### config.mk
export PLATFORM = sky130hd
export DESIGN_NAME = hws_sequencer
export DESIGN_NICKNAME = d
export VERILOG_FILES = /design/src/common/hws_pkg.sv /design/src/verilog/hws_wait_timer.sv /design/src/verilog/hws_sequencer.sv
export VERILOG_INCLUDE_DIRS = /design/src /design/src/common
export SDC_FILE = /design/constraint.sdc
export NUM_CORES = 1
export LEC_CHECK = 0
export ABC_CLOCK_PERIOD_IN_PS = 3400
export BUFFER_PORTS_ARGS = -buffer_cell sky130_fd_sc_hd__buf_2
export CAP_MARGIN = 30
export CORE_MARGIN = 2
export CORE_UTILIZATION = 51
export CTS_BUF_LIST = sky130_fd_sc_hd__clkbuf_2
export DETAILED_ROUTE_END_ITERATION = 10
export PLACE_DENSITY = 0.71
export SLEW_MARGIN = 30
export SYNTH_ARGS = -nofsm -noshare
export SYNTH_HDL_FRONTEND = slang
export SYNTH_SLANG_ARGS = --single-unit
### constraint.sdc
create_clock -name sys_clk -period 3.4 [get_ports sys_clk]
set_input_delay 0.17 -clock sys_clk [delete_from_list [all_inputs] [get_ports sys_clk]]
set_output_delay 0.17 -clock sys_clk [all_outputs]
set_load 0.005 [all_outputs]
### src/common/hws_regs.svh
// Register offsets, field positions, reset values and timing for the waveform sequencer
`ifndef HWS_REGS_SVH
`define HWS_REGS_SVH
`define HWS_ADDR_SLOT1 8'h04
`define HWS_ADDR_SLOT8 8'h0B
`define HWS_ADDR_GO 8'h0C
`define HWS_ADDR_ODT 8'h0D
`define HWS_SLOT_RST 8'h00
`define HWS_GO_RST 1'h0
`define HWS_ODT_RST 8'h00
`define HWS_WAIT_BIT 7
`define HWS_ID_MSB 6
`define HWS_GO_BIT 0
`define HWS_NUM_SLOTS 8
`define HWS_IDX_END 4'h8
`define HWS_MODE_INT 3'h0
`define HWS_MODE_EDGE 3'h1
`define HWS_MODE_LEVEL 3'h2
`define HWS_MODE_DIAG 3'h6
`define HWS_MODE_CAL 3'h7
`define HWS_WAIT_UNIT_MS 10
`define HWS_CLK_PERIOD_NS 5
`define HWS_WAIT_CYCLES (`HWS_WAIT_UNIT_MS * 1000000 / `HWS_CLK_PERIOD_NS)
`define HWS_IVL_SLOW_MS 11'h005
`define HWS_IVL_FAST_MS 11'h001
`endif

### src/common/hws_pkg.sv
// Types shared by the waveform sequencer modules
package hws_pkg;
  typedef enum logic [4:0] {
    ST_IDLE = 5'h01,
    ST_FETCH = 5'h02,
    ST_PLAY = 5'h04,
    ST_WAIT = 5'h08,
    ST_PROC = 5'h10
  } hws_state_t;
  typedef logic [6:0] hws_id_t;
  typedef logic [3:0] hws_idx_t;
endpackage

### src/verilog/hws_wait_timer.sv
// Wait slot timer: 10 ms prescaler and a down-counter of units
`timescale 1ns/1ps
`include "hws_regs.svh"
module hws_wait_timer #(
  parameter int unsigned WAIT_CYCLES = `HWS_WAIT_CYCLES
) (
  // Clock and reset
  input wire logic sys_clk,
  input wire logic rst_b,
  // Control
  input wire logic load,
  input wire logic clear,
  input wire hws_pkg::hws_id_t count,
  // Status
  output logic done
);
  localparam int PW = $clog2(WAIT_CYCLES + 1);
  logic [PW-1:0] pre_ff;
  hws_pkg::hws_id_t unit_ff;
  logic run_ff;
  logic done_ff;
  wire unit_end = (pre_ff == PW'(WAIT_CYCLES - 1));
  wire zero_left = (unit_ff == 7'h00);
  assign done = done_ff;
  // Counts whole units from the load; a count of zero ends at once
  always_ff @(posedge sys_clk or negedge rst_b) begin
    if (!rst_b) begin
      pre_ff <= '0;
      unit_ff <= 7'h00;
      run_ff <= 1'h0;
      done_ff <= 1'h0;
    end else begin
      done_ff <= run_ff & zero_left & ~clear & ~load;
      if (clear) begin
        run_ff <= 1'h0;
      end else if (load) begin
        unit_ff <= count;
        pre_ff <= '0;
        run_ff <= 1'h1;
      end else if (run_ff & zero_left) begin
        run_ff <= 1'h0;
      end else if (run_ff) begin
        pre_ff <= unit_end ? '0 : pre_ff + PW'(1);
        if (unit_end) begin
          unit_ff <= unit_ff - 7'h01;
        end
      end
    end
  end
endmodule

### src/verilog/hws_sequencer.sv
// Waveform sequencer: slot registers, launch control, playback walk and overdrive offset
`timescale 1ns/1ps
`include "hws_regs.svh"
////////////////////////////////////////////////////////////////////////////////
// Operation
// - Wait slot idles seven-bit count times 10 ms with drive off.
// - Non-wait slot low seven bits are a waveform identifier to play.
// - Identifier indexes a waveform within the selected library.
// - Start in sequence mode begins at the first slot.
// - After a waveform, advance and play next slot only if non-zero.
// - Stop at first zero identifier or after eight slots.
// - Start launches the process chosen by the mode field.
// - Start bit reads one until the sequence ends, then self-clears.
// - Host writing zero to start aborts the remaining sequence.
// - External trigger modes set or clear start from the trigger pin.
// - Start also launches calibration or diagnostics per mode.
// - Overdrive portion is the samples at the waveform's maximum value.
// - Overdrive offset applies in open loop only; ignored when closed.
// - Overdrive offset is an eight-bit two's complement value.
// - Overdrive change in ms is offset times sample period setting.
// - Library field picks the library used when start is set.
// - Calibration starts on start bit; completion clears start.
module hws_sequencer #(
  parameter int unsigned WAIT_CYCLES = `HWS_WAIT_CYCLES
) (
  // Clock and reset
  input wire logic sys_clk,
  input wire logic rst_b,
  // Register port
  input wire logic reg_wr_en,
  input wire logic reg_rd_en,
  input wire logic [7:0] reg_addr,
  input wire logic [7:0] reg_wdata,
  output logic [7:0] reg_rdata,
  // Configuration from neighbouring registers
  input wire logic [2:0] mode_sel,
  input wire logic [2:0] lib_sel,
  input wire logic loop_closed,
  input wire logic sample_period_setting,
  // Trigger pin
  input wire logic ext_trig,
  // Playback engine
  output logic play_req,
  output logic [2:0] play_lib,
  output logic [6:0] play_id,
  output logic drive_en,
  input wire logic play_done,
  input wire logic wave_smp_vld,
  input wire logic [7:0] wave_smp,
  input wire logic [7:0] wave_peak,
  output logic od_portion,
  output logic [10:0] od_adjust_ms,
  // Calibration and diagnostic engines
  output logic cal_run,
  output logic diag_run,
  input wire logic proc_done,
  // Status
  output logic seq_busy
);
  ////////////////////////////////////////////////////////////////////////////////
  // Decode helpers
  function automatic logic slot_hit(input logic [7:0] a);
    slot_hit = (a >= `HWS_ADDR_SLOT1) && (a <= `HWS_ADDR_SLOT8);
  endfunction

  function automatic logic [2:0] slot_num(input logic [7:0] a);
    logic [7:0] d;
    d = a - `HWS_ADDR_SLOT1;
    slot_num = d[2:0];
  endfunction

  ////////////////////////////////////////////////////////////////////////////////
  // State
  logic [7:0] slot_ff [`HWS_NUM_SLOTS];
  logic go_ff;
  logic [7:0] odt_ff;
  hws_pkg::hws_state_t st_ff;
  hws_pkg::hws_state_t nxt_st;
  hws_pkg::hws_idx_t idx_ff;
  hws_pkg::hws_idx_t nxt_idx;
  logic trig_s1_ff;
  logic trig_s2_ff;
  logic trig_d_ff;
  logic [7:0] rdata_ff;
  logic play_req_ff;
  logic [2:0] play_lib_ff;
  hws_pkg::hws_id_t play_id_ff;
  logic drive_en_ff;
  logic cal_run_ff;
  logic diag_run_ff;
  logic od_portion_ff;
  logic [10:0] od_adj_ff;
  logic seq_busy_ff;
  logic tmr_done;

  ////////////////////////////////////////////////////////////////////////////////
  // Register decode
  wire wr_slot = reg_wr_en & slot_hit(reg_addr);
  wire wr_go = reg_wr_en & (reg_addr == `HWS_ADDR_GO);
  wire wr_odt = reg_wr_en & (reg_addr == `HWS_ADDR_ODT);
  wire [2:0] wr_num = slot_num(reg_addr);
  wire [7:0] rd_mux = slot_hit(reg_addr) ? slot_ff[slot_num(reg_addr)] :
                      (reg_addr == `HWS_ADDR_GO) ? {7'h00, go_ff} :
                      (reg_addr == `HWS_ADDR_ODT) ? odt_ff : 8'h00;

  ////////////////////////////////////////////////////////////////////////////////
  // Current slot and mode decode
  wire at_end = idx_ff[3];
  wire [7:0] cur_slot = slot_ff[idx_ff[2:0]];
  wire cur_wait = cur_slot[`HWS_WAIT_BIT];
  wire [6:0] cur_id = cur_slot[`HWS_ID_MSB:0];
  wire seq_end = at_end | (~cur_wait & (cur_id == 7'h00));
  wire is_idle = (st_ff == hws_pkg::ST_IDLE);
  wire is_fetch = (st_ff == hws_pkg::ST_FETCH);
  wire is_play = (st_ff == hws_pkg::ST_PLAY);
  wire is_wait = (st_ff == hws_pkg::ST_WAIT);
  wire is_proc = (st_ff == hws_pkg::ST_PROC);
  wire mode_edge = (mode_sel == `HWS_MODE_EDGE);
  wire mode_level = (mode_sel == `HWS_MODE_LEVEL);
  wire mode_seq = (mode_sel == `HWS_MODE_INT) | mode_edge | mode_level;
  wire mode_cal = (mode_sel == `HWS_MODE_CAL);
  wire mode_diag = (mode_sel == `HWS_MODE_DIAG);
  wire launch = is_idle & go_ff;
  // Modes with no process behind the start bit just drop it again
  wire launch_none = launch & ~mode_seq & ~mode_cal & ~mode_diag;
  wire abort = ~is_idle & ~go_ff;

  ////////////////////////////////////////////////////////////////////////////////
  // Trigger pin and start bit
  wire trig_rise = trig_s2_ff & ~trig_d_ff;
  wire trig_fall = ~trig_s2_ff & trig_d_ff;
  wire hw_set = trig_rise & (mode_edge | mode_level);
  wire fin = (is_fetch & seq_end) | (is_proc & proc_done) | launch_none;
  wire hw_clr = fin | (trig_fall & mode_level);
  // A hardware set outranks a host clear in the same cycle
  wire nxt_go = hw_set | (wr_go ? reg_wdata[`HWS_GO_BIT] : (go_ff & ~hw_clr));

  ////////////////////////////////////////////////////////////////////////////////
  // Sequencer next state
  always_comb begin
    nxt_st = st_ff;
    nxt_idx = idx_ff;
    case (st_ff)
      hws_pkg::ST_IDLE: begin
        if (launch & mode_seq) begin
          nxt_st = hws_pkg::ST_FETCH;
          nxt_idx = 4'h0;
        end else if (launch & (mode_cal | mode_diag)) begin
          nxt_st = hws_pkg::ST_PROC;
        end
      end
      hws_pkg::ST_FETCH: begin
        if (seq_end) begin
          nxt_st = hws_pkg::ST_IDLE;
        end else if (cur_wait) begin
          nxt_st = hws_pkg::ST_WAIT;
        end else begin
          nxt_st = hws_pkg::ST_PLAY;
        end
      end
      hws_pkg::ST_PLAY: begin
        if (play_done) begin
          nxt_st = hws_pkg::ST_FETCH;
          nxt_idx = idx_ff + 4'h1;
        end
      end
      hws_pkg::ST_WAIT: begin
        if (tmr_done) begin
          nxt_st = hws_pkg::ST_FETCH;
          nxt_idx = idx_ff + 4'h1;
        end
      end
      hws_pkg::ST_PROC: begin
        if (proc_done) begin
          nxt_st = hws_pkg::ST_IDLE;
        end
      end
      default: begin
        nxt_st = hws_pkg::ST_IDLE;
      end
    endcase
    if (abort) begin
      nxt_st = hws_pkg::ST_IDLE;
    end
  end

  ////////////////////////////////////////////////////////////////////////////////
  // Output next values
  wire load_wait = is_fetch & ~seq_end & cur_wait & go_ff;
  wire nxt_play = (nxt_st == hws_pkg::ST_PLAY);
  wire nxt_proc = (nxt_st == hws_pkg::ST_PROC);
  wire [10:0] ivl_ms = sample_period_setting ? `HWS_IVL_FAST_MS : `HWS_IVL_SLOW_MS;
  wire [10:0] od_mult = 11'(signed'(odt_ff)) * ivl_ms;
  wire [10:0] nxt_od_adj = loop_closed ? 11'h000 : od_mult;
  wire nxt_od_portion = nxt_play & wave_smp_vld & (wave_smp == wave_peak);

  ////////////////////////////////////////////////////////////////////////////////
  // Wait timer
  hws_wait_timer #(
    .WAIT_CYCLES(WAIT_CYCLES)
  ) u_wait (
    .sys_clk(sys_clk),
    .rst_b(rst_b),
    .load(load_wait),
    .clear(abort),
    .count(cur_id),
    .done(tmr_done)
  );

  ////////////////////////////////////////////////////////////////////////////////
  // Slot registers
  genvar gi;
  generate
    for (gi = 0; gi < `HWS_NUM_SLOTS; gi++) begin : g_slot
      always_ff @(posedge sys_clk or negedge rst_b) begin
        if (!rst_b) begin
          slot_ff[gi] <= `HWS_SLOT_RST;
        end else if (wr_slot && (wr_num == 3'(gi))) begin
          slot_ff[gi] <= reg_wdata;
        end
      end
    end
  endgenerate

  ////////////////////////////////////////////////////////////////////////////////
  // Control registers and pin synchroniser
  always_ff @(posedge sys_clk or negedge rst_b) begin
    if (!rst_b) begin
      go_ff <= `HWS_GO_RST;
      odt_ff <= `HWS_ODT_RST;
      trig_s1_ff <= 1'h0;
      trig_s2_ff <= 1'h0;
      trig_d_ff <= 1'h0;
      rdata_ff <= 8'h00;
    end else begin
      go_ff <= nxt_go;
      if (wr_odt) begin
        odt_ff <= reg_wdata;
      end
      trig_s1_ff <= ext_trig;
      trig_s2_ff <= trig_s1_ff;
      trig_d_ff <= trig_s2_ff;
      if (reg_rd_en) begin
        rdata_ff <= rd_mux;
      end
    end
  end

  ////////////////////////////////////////////////////////////////////////////////
  // Sequencer state
  always_ff @(posedge sys_clk or negedge rst_b) begin
    if (!rst_b) begin
      st_ff <= hws_pkg::ST_IDLE;
      idx_ff <= 4'h0;
    end else begin
      st_ff <= nxt_st;
      idx_ff <= nxt_idx;
    end
  end

  ////////////////////////////////////////////////////////////////////////////////
  // Engine-facing outputs
  always_ff @(posedge sys_clk or negedge rst_b) begin
    if (!rst_b) begin
      play_req_ff <= 1'h0;
      play_lib_ff <= 3'h0;
      play_id_ff <= 7'h00;
      drive_en_ff <= 1'h0;
      cal_run_ff <= 1'h0;
      diag_run_ff <= 1'h0;
      od_portion_ff <= 1'h0;
      od_adj_ff <= 11'h000;
      seq_busy_ff <= 1'h0;
    end else begin
      play_req_ff <= nxt_play & ~is_play;
      drive_en_ff <= nxt_play;
      if (launch) begin
        play_lib_ff <= lib_sel;
      end
      if (is_fetch & ~seq_end) begin
        play_id_ff <= cur_id;
      end
      cal_run_ff <= nxt_proc & (is_proc ? cal_run_ff : mode_cal);
      diag_run_ff <= nxt_proc & (is_proc ? diag_run_ff : mode_diag);
      od_portion_ff <= nxt_od_portion;
      od_adj_ff <= nxt_od_adj;
      seq_busy_ff <= (nxt_st != hws_pkg::ST_IDLE);
    end
  end

  assign reg_rdata = rdata_ff;
  assign play_req = play_req_ff;
  assign play_lib = play_lib_ff;
  assign play_id = play_id_ff;
  assign drive_en = drive_en_ff;
  assign cal_run = cal_run_ff;
  assign diag_run = diag_run_ff;
  assign od_portion = od_portion_ff;
  assign od_adjust_ms = od_adj_ff;
  assign seq_busy = seq_busy_ff;
endmodule

# Word level (Yosys, flattened, before mapping)

Index checks and enable logic that the tools add are counted.

Add/sub/neg operators: 4
Multipliers: 1
Divide/modulo/power cells: 0
$lt $le $gt $ge: 4
Eq/ne operators: 27
Shift-type cells: 0
Multiplexer cells: 38
Bitwise operators: 53
Reductions and logical operators: 20

Operator list:

| kind                  | number |
|---|---|
| $mux 21               | 4 |
| $mux 8                | 7 |
| $bmux 8 s3            | 2 |
| $mux 5                | 6 |
| $and 1x1->1           | 29 |
| $mux 7                | 4 |
| $pmux 5 s5            | 1 |
| $add 21x1->21 const B | 1 |
| $eq 21x21->1 const B  | 1 |
| $mux 4                | 5 |
| $eq 3x3->1 const B    | 6 |
| $eq 8x4->1 const B    | 2 |
| $logic_not 7->1       | 2 |
| $not 1->1             | 13 |
| $pmux 4 s3            | 1 |
| $mul 8x4->11          | 1 |
| $mux 11               | 1 |
| $eq 5x3->1 const B    | 2 |
| $eq 5x5->1 const B    | 2 |
| $eq 3x2->1 const B    | 3 |
| $logic_and 1x1->1     | 9 |
| $or 1x1->1            | 9 |
| $eq 8x8->1            | 1 |
| $ge 4x4->1 const B    | 2 |
| 20 further kinds      | 33 |

Register bits after elaboration: 150
Latch bits: 0
Memory bits (writable): 0
ROM bits: 0
Input port bits: 48
Output and inout bits: 35
Logic and storage cells: 176
Memories kept: 0

# Logic depth before layout (Yosys ltp)

Gate-level depths: netlist of run 1.

Depth in word-level cells: 15
Gate-level depth with buffers: 11
Depth with buffers taken out: 11

# Modules after synthesis

A second synthesis of run 1 with hierarchy kept.

Cell total of the unflattened synthesis: 735
Area total of the unflattened synthesis: 8410.6 um^2

Modules (own cells, without submodules):

| module         | times used | cells each | area each (um^2) | sequential area each (um^2) |
|---|---|---|---|---|
| hws_sequencer  | 1          | 528        | 6537.5           | 3004.1 |
| hws_wait_timer | 1          | 207        | 1873.0           | 750.7 |

# Worst setup path before layout of run 1

OpenSTA, ideal clock, no wires.

Path kind: register to register
From: reg idx_ff[0]
To: reg u_wait.pre_ff[18]
Setup time: 78 ps
Data arrival time: 2376 ps
Required time: 3322 ps
Path slack: 946 ps
Stages on the path, launching flop included: 11
Buffers on the path: 2
Clock period less this slack: 2454 ps
Path through: dfrtp_1 > buf_4 > inv_2 > mux4_2 > nor2_8 > nor2_4 > clkinv_2 > nand3_2 > buf_6 > or4_1 > a21oi_1

Longest elaborated chain between the ends: 13
Elaborated cells on any way between the ends: 16
Those cells by class: 1 x eq/ne; 4 x mux; 8 x bitwise; 3 x reduce/logical

Ends and longest elaborated chain:

| item                                                      | line                 | source |
|---|---|---|
| from (decl)                                               | hws_sequencer.sv:79  | `hws_pkg::hws_idx_t idx_ff;` |
| from (signal assigned)                                    | hws_sequencer.sv:257 | `idx_ff <= nxt_idx;` |
| $not 3->4 (not written as such) *                         | hws_sequencer.sv:109 | `wire [7:0] cur_slot = slot_ff[idx_ff[2:0]];` |
| $bmux 8 s3 *                                              | hws_sequencer.sv:109 |  |
| $mux 8 (not written as such) * (2 in series)              | hws_sequencer.sv:109 |  |
| $logic_not 7->1 or $not 1->1 (tied branches)              | hws_sequencer.sv:112 | `wire seq_end = at_end \| (~cur_wait & (cur_id == 7'h00));` |
| $and 1x1->1                                               | hws_sequencer.sv:112 |  |
| $or 1x1->1                                                | hws_sequencer.sv:112 |  |
| $not 1->1                                                 | hws_sequencer.sv:189 | `wire load_wait = is_fetch & ~seq_end & cur_wait & go_ff;` |
| $and 1x1->1                                               | hws_sequencer.sv:189 |  |
| $and 1x1->1 * (2 in series)                               | hws_sequencer.sv:189 |  |
| $ne 2x1->1 (no line) or $reduce_bool 2->1 (tied branches) | n/a                  |  |
| $reduce_and 3->1 (no line)                                | n/a                  |  |
| to (signal assigned)                                      | hws_wait_timer.sv:43 | `pre_ff <= unit_end ? '0 : pre_ff + PW'(1);` |
| to (decl)                                                 | hws_wait_timer.sv:18 | `logic [PW-1:0] pre_ff;` |

Mark *: on every way between the ends. The rest lies on a longest branch, timed or not. The select of a mux whose other input is x is not followed.
A chain may end at the register's enable or synchronous reset.

# Worst setup path in the final report of run 1

From: reg idx_ff[1]
To: reg go_ff

Longest elaborated chain between the ends: 15
Elaborated cells on any way between the ends: 16
Those cells by class: 4 x mux; 11 x bitwise; 1 x reduce/logical

Ends and longest elaborated chain:

| item                                         | line                 | source |
|---|---|---|
| $not 3->4 (not written as such) *            | hws_sequencer.sv:109 |  |
| $bmux 8 s3 *                                 | hws_sequencer.sv:109 |  |
| $mux 8 (not written as such) * (2 in series) | hws_sequencer.sv:109 |  |
| $logic_not 7->1 or $not 1->1 (tied branches) | hws_sequencer.sv:112 |  |
| $and 1x1->1 *                                | hws_sequencer.sv:112 |  |
| $or 1x1->1 *                                 | hws_sequencer.sv:112 |  |
| $and 1x1->1 *                                | hws_sequencer.sv:133 | `wire fin = (is_fetch & seq_end) \| (is_proc & proc_done) \| launch_none;` |
| $or 1x1->1 * (2 in series)                   | hws_sequencer.sv:133 |  |
| $or 1x1->1 *                                 | hws_sequencer.sv:134 | `wire hw_clr = fin \| (trig_fall & mode_level);` |
| $not 1->1 *                                  | hws_sequencer.sv:136 | `` wire nxt_go = hw_set \| (wr_go ? reg_wdata[`HWS_GO_BIT] : (go_ff & ~hw_clr)); `` |
| $and 1x1->1 *                                | hws_sequencer.sv:136 |  |
| $mux 1 *                                     | hws_sequencer.sv:136 |  |
| $or 1x1->1 *                                 | hws_sequencer.sv:136 |  |
| via nxt_go                                   | hws_sequencer.sv:136 |  |
| to (signal assigned)                         | hws_sequencer.sv:229 | `` go_ff <= `HWS_GO_RST; `` |
| to (signal assigned)                         | hws_sequencer.sv:236 | `go_ff <= nxt_go;` |
| to (decl)                                    | hws_sequencer.sv:75  | `logic go_ff;` |

The timed path passes the listed nets; every way through them passes the cells marked *. The select of a mux whose other input is x is not followed.

==> impl_metrics.yaml, run 1 <==
timing:
  fin_setup_tns_ns: 0
  max_slew_margin: 0.3833
  final_hold_viol_count: 0
  tightest_slew_ns: 0.9216
  post-route-min-period_ns: 3.386
  skew_ns: 0.03034
  fin_crit_sh: 0.9958
  max_clock_freq_mhz: 295.3
  setup_viol: 0
  whs_ns: 0.06284
  rsz0062_at_grt: "no"
  drv_slew: 0
die:
  io_pins: 83
  core_area_um2: 15310
  dieArea_um2: 16810
  die_y_um: 129.7
  std_cell_rows: 45
  start_util: 0.5259
  die_w_um: 129.7
global_routing:
  grt_pass1_wl_um: 31060
  grt_max_degree: 92
  grt_pass1_vias: 6000
  antenna_found_initial: 1
  track_usage: 0.2402
  overflow: 0
drt:
  highest_layer: "met4"
  wl_met2_um: 9474
  drc: 0
  vias: 6113
  drt-vias-per-instance: 5.958
  wl_per_cell_um: 19.05
  first_iter_violations: 590
  final_antenna_net_count: 0
  dr.pass1.iters: 5
  met3_length_um: 1151
  drt-met1-wl_um: 8515
  routed_wl_um: 19550
pwr:
  total_power_mw: 3.593
  switchingPower_mw: 1.033
  seqPwrFrac: 0.553
  ir_drop_v: 0.0003546
  internal_power_mw: 2.560
  power.density_nw_per_um2: 391.1
  p_leak_nw: 4.223
  clkPwrFrac: 0.281
  p_sw_frac: 0.2876
  pwr-share-comb: 0.165
run_status:
  status: "complete, no violations"
placement:
  postPlaceCellArea_um2: 8676
  io_buffers: 82
  hpwlAfterDp_um: 14080
  place_congestion: 0.9165
job:
  drv_cap: 0
clocking:
  cts_buffers: 17
  cts_tree: "yes"
  cts_sinks: 150
  ctsHtreeMaxLevel: 4
  clk_latency_ns: 0.71
  cts-root-buf: "clkbuf_2"
  path_clk_slew_ns: 0.21
  cts_resized: 0
  clk_path_buf_depth: 2
yosys:
  syn-mean-instance-area_um2: 11.62
  yosys_register_bits: 150
  synth_area_leaders: "dfrtp_1, mux2_2, mux4_2"
  syn_inst: 693
  synthTopCellsByCount: "dfrtp_1, mux2_2, nor2_1"
  yosys_warnings: 0
  yosys.area.top_type: "dfrtp_1"
  synth_edf_count: 0
  synth_cell_type_count: 63
  synth_flop_cell: "dfrtp_1"
  synth_async_sr_flop_share: 1.000
  synth_fp_nets: 759
  synth_top_area_share: 0.4629
  synth-seq-area-share: 0.4662
  synth_most_common_cell: "dfrtp_1"
  synth_area_um2: 8054
layout:
  nFillCells: 1285
  syn_to_final_growth_pct: 14.06
  multi_input_area_um2: 4121
  fin_area_um2: 9186
  layout-drive-gt1-share: 0.2899
  regArea_um2: 3755
  nNetsFinal: 869
setup_path:
  cp-start-kind: "flop"
  crit_path_end_kind: "flop"
  crit_type: "reg -> reg"
  cp.arrival_ns: 4.00
  cp_max_fo: 9
  worst-r2r-setup-slack_ns: 0.01
  required_ns: 4.01
hold_path:
  hp-class: "in -> async"
## worst paths after layout
| check | end | start | depth (start not counted) |
|---|---|---|---|
| min reg2reg | trig_s2_ff | trig_s1_ff | 0 |
| max in group asynchronous | slot_ff[12] | rst_b | 3 |
| max reg2reg | go_ff | idx_ff[1] | 7 |
| min in group sys_clk | odt_ff[3] | reg_wr_en | 3 |
| min | slot_ff[47] | rst_b | 2 |
| max | go_ff | idx_ff[1] | 7 |
## state kept, by name, summed over array words and instances (netlist names), 3 cells and up
name / count
play_id: 7
play_lib: 3
od_adjust_ms: 11
u_wait.pre_ff: 21
idx_ff: 4
st_ff: 5
slot_ff: 64
reg_rdata: 8
odt_ff: 8
u_wait.unit_ff: 7
## cells by family (layout without fill, tap and decap cells)
group / after synthesis / in the layout / synth area share
flip-flops: 150 / 150 / 0.4662
AND/OR/NAND/NOR: 217 / 217 / 0.1451
XOR/XNOR: 25 / 25 / 0.02719
buffers and inverters: 41 / 162 / 0.02206
adder cells (fa/ha/maj): 18 / 18 / 0.02890
other: 0 / 1 / 0
AO/OA/AOI/OAI: 102 / 102 / 0.07939
multiplexers: 140 / 140 / 0.2312
## layer usage
layer / up-vias / track usage
met5: - / 0
met4: 0 / 0.07590
met3: 30 / 0.05367
met2: 228 / 0.3902
met1: 3071 / 0.3238
li1: 2784 / -
## power groups by stage
stage / combinational, mW / sequential [mW] / clock [mW]
final: 0.595 / 1.99 / 1.01
after global routing: 0.657 / 2.00 / 1.11
after CTS: 0.594 / 1.98 / 1.04
after detailed placement: 0.561 / 2.02 / 0
after global placement: 0.545 / 2.01 / 0
after floorplan: 0.354 / 1.98 / 0
## final cells by class
class | count | share of cell area
timing repair buffer | 116 | 0.08213
multi-input combinational | 502 | 0.4487
antenna | 1 | 0.0002724
tap | 211 | 0.02874
clock buffer | 18 | 0.009807
clock inverter | 12 | 0.01498
sequential | 150 | 0.4087
inverter | 16 | 0.006674
## stage by stage
step	util	std cells	setup WS (ns)
6_report	0.5998	1026	0.01413
3_5_place_dp	0.5665	967	0.5532
5_1_grt	0.5998	1026	0.007249
2_1_floorplan	-	693	0.9457
3_3_place_gp	0.5665	967	0.6421
4_1_cts	0.5997	1025	0.1148
## what timing repair did
| action | in CTS | in global routing |
|---|---|---|
| hold buffers | 28 | 0 |
| setup buffers | 0 | 0 |
| endpoints found under the hold margin | 197 | 0 |
## placed cells by master (no fill, tap or decap), drive strengths merged, types with 9 or more instances in the layout
cell and count:
dfrtp 149, buf 88, mux2 78, nor2 60
mux2i 33, nand2 32, a21oi 30, mux4 29
dlygate4sd3 28, o21ai 27, xor2 22, nor3 21
nor2b 20, clkbuf 18, ha 17, nand3 16
inv 15, nand4 13, o31ai 11, a21o 9
clkinv 9
## critical path, cell delays in order, from the launching register on
cell	delay, ns
dfrtp_1	0.46
mux4_2	0.55
mux2i_1	0.45
o221ai_1	0.21
nor4_1	0.43
o21a_1	0.43
o31ai_1	0.16
dlygate4sd3_1	0.58
Power figures use the tool's default switching activity.
==> run 2, diff against run 1 <==
--- a/config.mk
+++ b/config.mk
@@ -9,12 +9,13 @@
 export ABC_CLOCK_PERIOD_IN_PS = 3400
 export BUFFER_PORTS_ARGS = -buffer_cell sky130_fd_sc_hd__buf_2
 export CAP_MARGIN = 30
+export CORE_ASPECT_RATIO = 0.9
 export CORE_MARGIN = 2
 export CORE_UTILIZATION = 51
 export CTS_BUF_LIST = sky130_fd_sc_hd__clkbuf_2
 export DETAILED_ROUTE_END_ITERATION = 10
 export PLACE_DENSITY = 0.71
-export SLEW_MARGIN = 30
+export SLEW_MARGIN = 20
 export SYNTH_ARGS = -nofsm -noshare
 export SYNTH_HDL_FRONTEND = slang
 export SYNTH_SLANG_ARGS = --single-unit
==> run 2 against run 1 <==
Sequential share of layout area shrank 0.33 points. Worst setup slack better by 0.36 ns. Non-clock buffer count rose by 10. Global-route usage hardly changed. Clock skew increased by 0.014 ns. Combinational power decreased by 0.8%. Utilization about the same. Critical endpoint is now od_portion. Worst hold slack worse by 0.020 ns. Critical path depth is the same. Register-to-register slack better by 0.36 ns. Largest power group unchanged. Clock power shrank 4%. Flip-flop and latch count unchanged. Highest routed layer unchanged.
==> impl_metrics.yaml, run 2 (synthesis gave the netlist of run 1 again) <==
clocking:
  cts_sinks: 150
  cts_tree: "yes"
  clk_latency_ns: 0.73
  cts-root-buf: "clkbuf_2"
  cts_buffers: 17
  ctsHtreeMaxLevel: 4
  path_clk_slew_ns: 0.24
  clk_path_buf_depth: 2
  cts_resized: 0
placement:
  hpwlAfterDp_um: 13530
  post-place-ws_ns: 0.5436
  io_buffers: 82
  postPlaceCellArea_um2: 8695
  place_congestion: 0.9576
pwr:
  switchingPower_mw: 1.043
  total_power_mw: 3.538
  power.density_nw_per_um2: 382.0
  p_sw_frac: 0.2947
  p_leak_nw: 4.264
  clkPwrFrac: 0.273
  pwr-share-comb: 0.167
  ir_drop_v: 0.0005217
  internal_power_mw: 2.495
  seqPwrFrac: 0.561
setup_path:
  crit_path_end_kind: "flop"
  cp-start-kind: "flop"
  path_cells: "buf_4 -> o311ai_0 -> a41oi_1 -> nor4_1 -> or3_1 -> a31oi_1 -> dlygate4sd3_1"
  slowest_delay_ns: 0.55
  cp-startpoint: "idx_ff[2]"
  cp_num_buf_inv: 2
  crit_type: "reg -> reg"
  r2r-start: "idx_ff[2]"
  required_ns: 4.02
  cp.arrival_ns: 3.65
  reg2reg_depth: 7
  rr_endpoint: "od_portion"
  worst-r2r-setup-slack_ns: 0.37
  cp_max_fo: 31
  path_delay_family: "buffers and inverters"
  cp_slowest_cell: "dlygate4sd3_1"
run_status:
  status: "complete, no violations"
global_routing:
  track_usage: 0.2401
  antenna_found_initial: 0
  grt-busiest-layer: "met2"
  overflow: 0
  grt_pass1_vias: 6055
  use_met2: 0.3825
  grt_max_degree: 76
  grt_pass1_wl_um: 30950
  grtUsageMet1: 0.3306
  use_met3: 0.05494
timing:
  max_slew_margin: 0.3690
  rsz0062_at_grt: "no"
  drv_slew: 0
  post-route-min-period_ns: 3.028
  final_hold_viol_count: 0
  max_clock_freq_mhz: 330.2
  tightest_slew_ns: 0.9414
  fin_setup_tns_ns: 0
  setup_viol: 0
  whs_ns: 0.04276
  skew_ns: 0.04429
  fin_crit_sh: 0.8907
  setup_ws_ns: 0.3718
hold_path:
  min_path_cells: 3
  hold_start: "reg_wr_en"
  hold_end: "odt_ff[5]"
  hp-class: "in -> reg"
drt:
  dr.pass1.iters: 6
  drc: 0
  final_antenna_net_count: 0
  vias: 6118
  routed_wl_um: 19150
  drt-vias-per-instance: 5.951
  first_iter_violations: 545
  wl_per_cell_um: 18.63
die:
  die_w_um: 136.5
  std_cell_rows: 43
  core_area_um2: 15440
  io_pins: 83
  start_util: 0.5216
  dieArea_um2: 16820
  die_y_um: 123.2
layout:
  mostFrequentLayoutCells: "dfrtp_1, buf_2, mux2_2"
  final_common_cell: "dfrtp_1"
  top_register: "slot_ff"
  nFillCells: 1299
  nNetsFinal: 879
  largest_reg_flops: 64
  layout-drive-gt1-share: 0.2954
  num_antenna_cells: 0
  syn_to_final_growth_pct: 14.99
  fin_area_um2: 9261
job:
  drv_cap: 0
run 2: changes by cell type in the layout (fill, tap and decap cells not counted):
cell / previous run / this run
dlygate4sd3_1: 28 / 34
buf_4: 5 / 9
clkinvlp_4: 1 / 4
clkinv_1: 3 / 1
bufinv_16: 3 / 2
clkinv_2: 5 / 6
clkinv_4: 1 / 2
diode_2: 1 / 0
run 2: tightest hold or removal path, cell delays in order:
cell     delay, ns
buf_2         0.13
nand2_1       0.26
mux2_2        0.21
run 2: per-stage QoR:
stage | utilization | instances
CTS | 0.5991 | 1027
finish | 0.5998 | 1028
global placement | 0.5631 | 962
global route | 0.5998 | 1028
floorplan | - | 693
detailed placement | 0.5631 | 962
run 2: worst max-delay path by stage:
stage                              endpoint  slack (ns)  cells after the start
after global placement    u_wait.pre_ff[19]        0.66                      8
after detailed placement  u_wait.pre_ff[13]        0.54                      8
final                            od_portion        0.37                      7
after global routing             od_portion        0.09                      7
after CTS                        od_portion        0.37                      7
after floorplan           u_wait.pre_ff[18]        0.95                     10
run 2: layout make-up:
class	count	area, µm²	share of cell area
clock buffers	18	90.09	0.009727
clock inverters	14	136.4	0.01473
multi-input cells	502	4121	0.4450
flip-flops and latches	150	3755	0.4054
inverters	16	61.31	0.006620
repair buffers	126	844.6	0.09119
well taps	202	252.7	0.02729
run 2: power by group through the flow:
stage / logic, mW / registers (mW) / clock network, mW
finish: 0.590 / 1.98 / 0.965
global route: 0.657 / 2.00 / 1.06
CTS: 0.589 / 1.98 / 0.993
detailed placement: 0.557 / 2.01 / 0
global placement: 0.539 / 2.01 / 0
floorplan: 0.354 / 1.98 / 0
run 2: routing by layer:
| layer | part of all wire | up-vias |
|---|---|---|
| li1 | - | 2802 |
| met1 | 0.44 | 3098 |
| met2 | 0.48 | 188 |
| met3 | 0.055 | 30 |
| met4 | 0.016 | 0 |
| met5 | 0 | - |
run 2: repair_timing:
action / CTS / global route
endpoints found under the setup margin: 0 / 0
endpoints found under the hold margin: 231 / 1
hold buffers: 33 / 1
buffers inserted: 0 / 0
